`config.mk`:
```
export PLATFORM = sky130hd
export DESIGN_NAME = sample_clock_routing
export DESIGN_NICKNAME = d
export VERILOG_FILES = /design/src/verilog/sclk_pkg.sv /design/src/verilog/sample_clock_routing.sv
export SDC_FILE = /design/constraint.sdc
export NUM_CORES = 1
export LEC_CHECK = 0
export BUFFER_PORTS_ARGS = -buffer_cell sky130_fd_sc_hd__buf_2
export CORE_AREA = 2 2 179 181
export CTS_BUF_LIST = sky130_fd_sc_hd__clkbuf_8
export DETAILED_ROUTE_END_ITERATION = 10
export DIE_AREA = 0 0 181 183
export PLACE_DENSITY = 0.56
export SETUP_SLACK_MARGIN = 0.1
export SLEW_MARGIN = 20
export SYNTH_ARGS = -nofsm -noshare
export SYNTH_HDL_FRONTEND = slang
export SYNTH_SLANG_ARGS = --single-unit
```
`constraint.sdc`:
```
create_clock -name CLK -period 3.1 [get_ports CLK]
set_clock_uncertainty 0.05 [all_clocks]
set_input_delay 0.62 -clock CLK [delete_from_list [all_inputs] [get_ports CLK]]
set_output_delay 0.62 -clock CLK [all_outputs]
set_load 0.01 [all_outputs]
```
`src/verilog/sclk_pkg.sv`:
```
// Package: constants, modes and carriers for the sample clock routing block
package sclk_pkg;

  // Base clock and divider limits
  localparam int unsigned BASE_CLOCK_HZ   = 200_000_000;
  localparam int unsigned DIV_MIN         = 2;
  localparam int unsigned DIV_MAX         = 4_194_304;
  localparam int          DIV_W           = 23;
  localparam logic [DIV_W-1:0] DIV_RESET  = 23'h000002;

  // Phase adjust: 10 ps steps over one period
  localparam int          PHASE_STEP_PS   = 10;
  localparam int          PHASE_W         = 27;

  // Fractional delays in 1/256 period steps
  localparam int          FRAC_W          = 8;
  localparam logic [FRAC_W-1:0] FRAC_RESET = 8'h00;

  // Rate thresholds for delay validity
  localparam int unsigned EXPORT_DELAY_MIN_HZ = 2_500_000;
  localparam int unsigned DATA_DELAY_MIN_HZ   = 25_000_000;
  localparam int unsigned MAX_RATE_HZ         = 100_000_000;

  // Export offset choices, in picoseconds
  localparam int          OFFSET_SMALL_PS = 0;
  localparam int          OFFSET_LARGE_PS = 2500;
  localparam logic        OFFSET_RESET    = 1'b1;

  // Reference clock and lock time
  localparam int unsigned REF_HZ          = 10_000_000;
  localparam int unsigned LOCK_TIME_MS    = 400;
  localparam int unsigned CLK_HZ          = 100_000_000;
  localparam int unsigned LOCK_CYCLES     = LOCK_TIME_MS * (CLK_HZ / 1000);

  localparam int          NUM_CHANNELS    = 20;

  // Sample clock source
  typedef enum logic [1:0] {
    SRC_ONBOARD,
    SRC_EXT_IN,
    SRC_STROBE
  } src_e;

  // Phase locked loop reference
  typedef enum logic [1:0] {
    REF_NONE,
    REF_TRIGGER_BUS,
    REF_EXT_IN
  } ref_e;

  // Data launch or capture edge
  typedef enum logic [1:0] {
    EDGE_RISE,
    EDGE_FALL,
    EDGE_DELAY
  } edge_e;

  // Coaxial output selection
  typedef enum logic {
    COAX_SAMPLE,
    COAX_REFERENCE
  } coax_e;

  // Clock configuration carrier
  typedef struct packed {
    src_e              src;
    ref_e              pll_ref;
    coax_e             coax;
    logic              acquiring;
    logic              offset_large;
    logic [DIV_W-1:0]  divisor;
    logic [PHASE_W-1:0] phase;
    logic [FRAC_W-1:0] export_delay;
    edge_e             gen_edge;
    logic [FRAC_W-1:0] gen_delay;
  } clk_cfg_s;

endpackage : sclk_pkg

```
`src/verilog/sample_clock_routing.sv`:
```
// Sample clock selection, division, delay and export logic
`timescale 1ns/1ps

module sample_clock_routing
  import sclk_pkg::*;
#(
  parameter int NCH         = NUM_CHANNELS,
  parameter int LOCK_CYCLES_P = LOCK_CYCLES
) (
  input  wire logic                   CLK,
  input  wire logic                   RSTN,
  input  wire clk_cfg_s               CFG,
  input  wire logic [2*NCH-1:0]       CAP_EDGE,
  input  wire logic [NCH*FRAC_W-1:0]  CAP_DELAY,
  input  wire logic                   EXT_CLK_IN,
  input  wire logic                   STROBE_IN,
  input  wire logic                   TRIGGER_BUS_LINE_SEVEN,
  input  wire logic [NCH-1:0]         GEN_DATA,
  input  wire logic [NCH-1:0]         GEN_DRIVE_EN,
  input  wire logic                   GEN_SAMPLE_VALID,
  input  wire logic [NCH-1:0]         CAP_PIN,
  output logic                        SAMPLE_TICK,
  output logic                        SAMPLE_CLK,
  output logic                        CABLE_CLOCK_OUTPUT,
  output logic                        COAX_CLOCK_OUTPUT,
  output logic                        PLL_REF_CLK,
  output logic                        PLL_LOCKED,
  output logic                        SRC_ERROR,
  output logic [PHASE_W-1:0]          PHASE_ADJ,
  output logic [FRAC_W-1:0]           EXPORT_DELAY,
  output logic                        EXPORT_OFFSET_LARGE,
  output logic [FRAC_W-1:0]           GEN_DATA_DELAY,
  output edge_e                       GEN_LAUNCH_EDGE,
  output logic [NCH-1:0]              DATA_OUT,
  output logic [NCH-1:0]              DATA_OE,
  output logic [NCH-1:0]              CAP_DATA,
  output logic                        CAP_VALID
);

  ////////////////////////////////////////////////////////////////////////////
  // Local state

  logic [DIV_W-1:0]   div_cnt_ff;
  logic               onboard_clk_ff;
  logic               onboard_tick;
  logic [DIV_W-1:0]   div_eff;
  logic               ext_d_ff;
  logic               strobe_d_ff;
  logic               ext_rise;
  logic               strobe_rise;
  logic               src_ok;
  src_e               src_eff;
  logic               sample_lvl;
  logic               sample_pulse;
  logic               ref_lvl;
  logic [31:0]        lock_cnt_ff;
  ref_e               ref_prev_ff;
  logic [DIV_W:0]     half_div;
  logic               rate_ge_export;
  logic               rate_ge_data;

  // Clamp divisor up to DIV_MIN; there is no clamp at DIV_MAX
  always_comb begin
    if (CFG.divisor < DIV_W'(DIV_MIN)) begin
      div_eff = DIV_W'(DIV_MIN);
    end else begin
      div_eff = CFG.divisor;
    end
  end
  // Half period point sets the onboard duty cycle
  assign half_div = {1'b0, div_eff} >> 1;

  ////////////////////////////////////////////////////////////////////////////
  // Onboard divider; CLK stands in for the base, tick once per divisor

  always_ff @(posedge CLK or negedge RSTN) begin
    if (!RSTN) begin
      div_cnt_ff     <= '0;
      onboard_clk_ff <= 1'b0;
    end else begin
      if (div_cnt_ff >= div_eff - DIV_W'(1)) begin
        div_cnt_ff <= '0;
      end else begin
        div_cnt_ff <= div_cnt_ff + DIV_W'(1);
      end
      onboard_clk_ff <= ({1'b0, div_cnt_ff} < half_div);
    end
  end
  // One sample per divider wrap
  assign onboard_tick = (div_cnt_ff == '0);

  // Rate comparisons from the divisor
  assign rate_ge_export = (div_eff <= DIV_W'(BASE_CLOCK_HZ
                                     / EXPORT_DELAY_MIN_HZ));
  assign rate_ge_data   = (div_eff <= DIV_W'(BASE_CLOCK_HZ
                                     / DATA_DELAY_MIN_HZ));

  ////////////////////////////////////////////////////////////////////////////
  // Edge detect of external and strobe inputs

  always_ff @(posedge CLK or negedge RSTN) begin
    if (!RSTN) begin
      ext_d_ff    <= 1'b0;
      strobe_d_ff <= 1'b0;
    end else begin
      ext_d_ff    <= EXT_CLK_IN;
      strobe_d_ff <= STROBE_IN;
    end
  end
  assign ext_rise    = EXT_CLK_IN & ~ext_d_ff;
  assign strobe_rise = STROBE_IN & ~strobe_d_ff;

  // Source select; strobe only while acquiring, external only if not ref
  always_comb begin
    src_ok = 1'b1;
    src_eff = CFG.src;
    if (CFG.src == SRC_STROBE && !CFG.acquiring) begin
      src_ok  = 1'b0;
      src_eff = SRC_ONBOARD;
    end else if (CFG.src == SRC_EXT_IN && CFG.pll_ref == REF_EXT_IN) begin
      src_ok  = 1'b0;
      src_eff = SRC_ONBOARD;
    end else if (CFG.src != SRC_ONBOARD && CFG.src != SRC_EXT_IN
                 && CFG.src != SRC_STROBE) begin
      src_ok  = 1'b0;
      src_eff = SRC_ONBOARD;
    end
  end

  always_comb begin
    case (src_eff)
      SRC_EXT_IN: begin
        sample_lvl   = EXT_CLK_IN;
        sample_pulse = ext_rise;
      end
      SRC_STROBE: begin
        sample_lvl   = STROBE_IN;
        sample_pulse = strobe_rise;
      end
      default: begin
        sample_lvl   = onboard_clk_ff;
        sample_pulse = onboard_tick;
      end
    endcase
  end

  // Reference select for the phase locked loop
  always_comb begin
    case (CFG.pll_ref)
      REF_TRIGGER_BUS: ref_lvl = TRIGGER_BUS_LINE_SEVEN;
      REF_EXT_IN:      ref_lvl = EXT_CLK_IN;
      default:         ref_lvl = 1'b0;
    endcase
  end

  ////////////////////////////////////////////////////////////////////////////
  // Clock outputs

  always_ff @(posedge CLK or negedge RSTN) begin
    if (!RSTN) begin
      SAMPLE_TICK        <= 1'b0;
      SAMPLE_CLK         <= 1'b0;
      CABLE_CLOCK_OUTPUT <= 1'b0;
      COAX_CLOCK_OUTPUT  <= 1'b0;
      PLL_REF_CLK        <= 1'b0;
      SRC_ERROR          <= 1'b0;
    end else begin
      SAMPLE_TICK <= sample_pulse;
      SAMPLE_CLK  <= sample_lvl;
      SRC_ERROR   <= ~src_ok;
      PLL_REF_CLK <= ref_lvl;
      // Strobe sourced clocks are held low on exports
      CABLE_CLOCK_OUTPUT <= (src_eff != SRC_STROBE) & sample_lvl;
      if (CFG.coax == COAX_REFERENCE) begin
        COAX_CLOCK_OUTPUT <= ref_lvl;
      end else begin
        COAX_CLOCK_OUTPUT <= (src_eff != SRC_STROBE) & sample_lvl;
      end
    end
  end

  ////////////////////////////////////////////////////////////////////////////
  // Lock timer, restarts on each reference change

  always_ff @(posedge CLK or negedge RSTN) begin
    if (!RSTN) begin
      lock_cnt_ff <= '0;
      ref_prev_ff <= REF_NONE;
      PLL_LOCKED  <= 1'b0;
    end else begin
      ref_prev_ff <= CFG.pll_ref;
      if (CFG.pll_ref == REF_NONE || CFG.pll_ref != ref_prev_ff) begin
        lock_cnt_ff <= '0;
        PLL_LOCKED  <= 1'b0;
      end else if (lock_cnt_ff >= 32'(LOCK_CYCLES_P - 1)) begin
        PLL_LOCKED  <= 1'b1;
      end else begin
        lock_cnt_ff <= lock_cnt_ff + 32'd1;
      end
    end
  end

  ////////////////////////////////////////////////////////////////////////////
  // Delay and offset settings, fine delays gated by rate for the onboard source

  always_ff @(posedge CLK or negedge RSTN) begin
    if (!RSTN) begin
      PHASE_ADJ           <= '0;
      EXPORT_DELAY        <= FRAC_RESET;
      GEN_DATA_DELAY      <= FRAC_RESET;
      GEN_LAUNCH_EDGE     <= EDGE_RISE;
      EXPORT_OFFSET_LARGE <= OFFSET_RESET;
    end else begin
      PHASE_ADJ           <= CFG.phase;
      EXPORT_DELAY        <= rate_ge_export || src_eff != SRC_ONBOARD
                             ? CFG.export_delay : FRAC_RESET;
      EXPORT_OFFSET_LARGE <= CFG.offset_large;
      GEN_LAUNCH_EDGE     <= CFG.gen_edge;
      GEN_DATA_DELAY      <= rate_ge_data || src_eff != SRC_ONBOARD
                             ? CFG.gen_delay : FRAC_RESET;
    end
  end

  ////////////////////////////////////////////////////////////////////////////
  // Generation: data held between ticks, per sample driver enable

  always_ff @(posedge CLK or negedge RSTN) begin
    if (!RSTN) begin
      DATA_OUT <= '0;
      DATA_OE  <= '0;
    end else if (sample_pulse && GEN_SAMPLE_VALID) begin
      DATA_OUT <= GEN_DATA;
      DATA_OE  <= GEN_DRIVE_EN;
    end
  end

  ////////////////////////////////////////////////////////////////////////////
  // Acquisition: per channel edge choice

  logic [NCH-1:0] cap_nxt;
  logic [NCH-1:0] cap_hit;
  logic           fall_pulse;
  logic           sample_d_ff;

  always_ff @(posedge CLK or negedge RSTN) begin
    if (!RSTN) begin
      sample_d_ff <= 1'b0;
    end else begin
      sample_d_ff <= sample_lvl;
    end
  end
  // Falling edge of the selected clock
  assign fall_pulse = ~sample_lvl & sample_d_ff;

  generate
    for (genvar i = 0; i < NCH; i++) begin : g_cap
      edge_e sel;
      assign sel = edge_e'(CAP_EDGE[2*i +: 2]);
      // Delayed capture uses rising edge here; fine delay is analog
      always_comb begin
        case (sel)
          EDGE_FALL: cap_hit[i] = fall_pulse;
          default:   cap_hit[i] = sample_pulse;
        endcase
        cap_nxt[i] = cap_hit[i] ? CAP_PIN[i] : CAP_DATA[i];
      end
    end
  endgenerate

  always_ff @(posedge CLK or negedge RSTN) begin
    if (!RSTN) begin
      CAP_DATA  <= '0;
      CAP_VALID <= 1'b0;
    end else begin
      CAP_DATA  <= cap_nxt;
      CAP_VALID <= CFG.acquiring & sample_pulse;
    end
  end

  // Capture delay per channel is not used; it only feeds the unused_cap_delay reduction
  logic unused_cap_delay;
  assign unused_cap_delay = ^CAP_DELAY;

endmodule : sample_clock_routing

```
==> reports/qor.yml <==
logic_synthesis:
  ys_ff_latch: 174
  netlist_top_cells_area: "dfrtp_1, ha_1, mux2_2"
  synth.avg_cell_area_um2: 11.2
  synth_common_cells: "dfrtp_1, nor2_1, mux2_2"
  post-synth-top-count-cell: "dfrtp_1"
  syn_inst: 773
  synth_edf_count: 0
  synth_fp_nets: 1169
  synth_top_cell_by_area: "dfrtp_1"
  ys_types: 59
  async_reset_ff_share_pct: 100
  ys_seq_area_share_pct: 50.1
  synthFlopType: "dfrtp_1"
  yosysWarnings: 0
  yosys.area.top_type_share_pct: 49.8
  netlist_area_mm2: 0.00869
power_and_ir_drop:
  swShare_pct: 33.8
  p_clk_share_pct: 23.2
  sequentialPowerShare_pct: 46.2
  power_per_cell_area_mw_per_mm2: 569
  p_sw_uw: 2250
  irDropWorstVdd_uv: 252
  fin_total_pwr_uw: 6660
  pwr-share-comb_pct: 30.7
  power.internal_uw: 4410
  p_leak_uw: 0.00563
layout:
  num_antenna_cells: 0
  layout-drive-gt1-share_pct: 43.4
  nets: 1525
  synthToLayoutAreaGrowth_pct: 34.7
  final_cells: 1544
worst_setup_path:
  worstPathMaxFanout: 11
  critPathSlowestCell: "or4_4"
  worstSetupStartpointType: "input port"
  cp_data_arrival_time_ns: 4.13
  cp_cell_sequence: "buf_6 > or4_4 > nor3_4 > and4_4 > and2_4 > nand2_2 > nand2_4 > ha_4 > nand2_4 > nor3b_4 > nand4_1 > buf_6 > nor3_4 > xnor2_1 > ha_1 > nand4_1 > nor4_1 > a211oi_2 > nand2_4 > clkbuf_16 > nor2_1"
  rr_startpoint: "lock_cnt_ff[20]$_DFFE_PN0P_"
  max_stage_delay_ns: 0.55
  crit_top_cell: "nand2_4"
  reg2reg_to: "lock_cnt_ff[15]$_DFFE_PN0P_"
  reg2reg_slack_ns: 0.65
  worstPathRequired_ns: 3.40
  end_kind: "register"
  critical_path_class: "input port to register"
  crit_start: "CFG[59]"
  rr_worst_depth: 6
sta:
  whs_ns: 0.155
  final.setup.tns_ns: -16.41
  finalMaxSlewViolations: 0
  setup_viol: 23
  hold_viol: 0
  finalCriticalPeriod_ns: 3.83
  rsz0062_at_grt: "true"
  clock.fmax_mhz: 261
  finalWorstSetupSlack_ns: -0.735
  slew_headroom_pct: 38.3
  post-route-period-util_pct: 124
  worst_slew_pin_slew_ns: 0.925
die:
  dieArea_mm2: 0.0331
  rows: 65
  chipHeight_um: 183
  initial_core_util_pct: 27.8
  die_w_um: 181
  pin_count: 455
  core_mm2: 0.0312
routing:
  via_count: 7000
  wire_per_inst_um: 15.6
  drt_iter0_drc: 288
  drt-vias-per-instance: 4.53
  wl_um: 24000
  antenna_left: 0
  drt-pass1-iter-count: 4
  drc: 0
outcome:
  outcome: "finished with violations"
  violations: "negative setup slack"
clock_tree:
  htreeDepth: 4
  insertion_delay_ns: 0.46
  cts_num_sinks: 174
  clockRootBuffer: "clkbuf_8"
  cts_tree: "built"
  path_clk_slew_ns: 0.09
  clockBufferDepth: 2
  cts_buffers: 17
placement:
  dp.cells: 1503
  pre_cts_ws_ns: -1.42
  dpl.hpwl_um: 18500
  place_congestion: 0.882
  port-buffer-count: 294
grt:
  grt_pass1_vias: 6859
  grt_antenna_before_repair: 3
  grt-ovfl-total: 0
  grt_pass1_wl_um: 36800
  globalRouteTotalUtil_pct: 14.1
  grt_start_max_net_pins: 79
run:
  max_cap_violations: 0
min_path:
  hold_path.class: "input port to asynchronous set/reset pin"
[sequential cells by signal (all words and copies together), names as in the netlist, 2 cells and up]
register and cells:
DATA_OUT 20, PHASE_ADJ 27, DATA_OE 20, div_cnt_ff 23, ref_prev_ff 2, CAP_DATA 20
EXPORT_DELAY 8, GEN_LAUNCH_EDGE 2, lock_cnt_ff 32, GEN_DATA_DELAY 8
[cell type report]
class / count / area, um^2
Clock buffer: 17 / 234
Clock inverter: 15 / 138
Fill cell: 3216 / 19500
Inverter: 31 / 116
Multi-Input combinational cell: 551 / 4310
Sequential cell: 174 / 4360
Tap cell: 402 / 503
Timing Repair Buffer: 354 / 2050
[power groups by stage]
stage | combinational, uW | clock, uW | sequential, uW
floorplan | 891 | 0 | 3240
global route | 2250 | 1710 | 3150
finish | 2040 | 1540 | 3070
CTS | 2010 | 1630 | 3080
global placement | 1970 | 0 | 3110
detailed placement | 2010 | 0 | 3120
[placed cells by master (no fill, tap or decap), drive strengths merged, types with 4 or more instances in the layout]
master     n
buf      352
dfrtp    173
nor2      67
mux2      60
ha        55
nand2     52
xnor2     42
inv       35
nor2b     34
a21oi     29
nor3      22
and2      21
nand4     20
mux2i     20
nor4      20
xor2      19
nand3     19
clkbuf    19
o21ai     11
and4       7
clkinv     7
a211oi     5
a2111oi    5
a21o       4
nor4b      4
[per-layer routing]
| layer | share of wire, % | global-route usage [%] | routed length [um] |
|---|---|---|---|
| met1 | 47 | 19.6 | 11200 |
| met5 | 0.14 | 0 | 33 |
| met4 | 1.2 | 3.06 | 290 |
| met3 | 6.2 | 3.59 | 1480 |
| met2 | 46 | 22.0 | 11000 |
[per-stage QoR]
stage,utilization (%),instance area (um^2)
5_1_grt,37.5,11700
3_3_place_gp,35.6,11100
3_5_place_dp,35.6,11100
2_1_floorplan,-,8780
4_1_cts,36.9,11500
6_report,37.5,11700
[cell families after synthesis]
family                   after synthesis  share of synthesized area (%)
AND/OR/NAND/NOR                      284                           17.9
buffers and inverters                 48                           2.29
multiplexers                          80                           10.1
XOR/XNOR                              61                           6.15
adder cells (fa/ha/maj)               55                           7.92
flip-flops                           174                           50.1
AO/OA/AOI/OAI                         71                           5.53
[what timing repair did]
item | 4_1_cts | 5_1_grt
endpoints found under the setup margin | 23 | 31
resized for setup | 4 | 23
hold endpoints to repair | 0 | 0
buffers inserted | 3 | 4
cloned | 0 | 2
hold buffers | 0 | 0
pin swaps | 3 | 3
[worst max path at each step]
stage / end / slack [ns] / cells after the start
3_3_place_gp: div_cnt_ff[22]$_DFF_PN0_ / -1.33 / 21
6_report: div_cnt_ff[11]$_DFF_PN0_ / -0.73 / 21
3_5_place_dp: div_cnt_ff[13]$_DFF_PN0_ / -1.42 / 20
2_1_floorplan: div_cnt_ff[0]$_DFF_PN0_ / -1.17 / 21
5_1_grt: div_cnt_ff[10]$_DFF_PN0_ / -0.89 / 21
4_1_cts: div_cnt_ff[13]$_DFF_PN0_ / -0.74 / 22
[worst max-delay path: cells and delay by family]
family	cells	cell delay [ns]
XOR/XNOR	1	0.09
buffers and inverters	3	0.42
AND/OR/NAND/NOR	14	2.38
adder cells (fa/ha/maj)	2	0.45
AO/OA/AOI/OAI	1	0.16
Power figures use the tool's default switching activity.
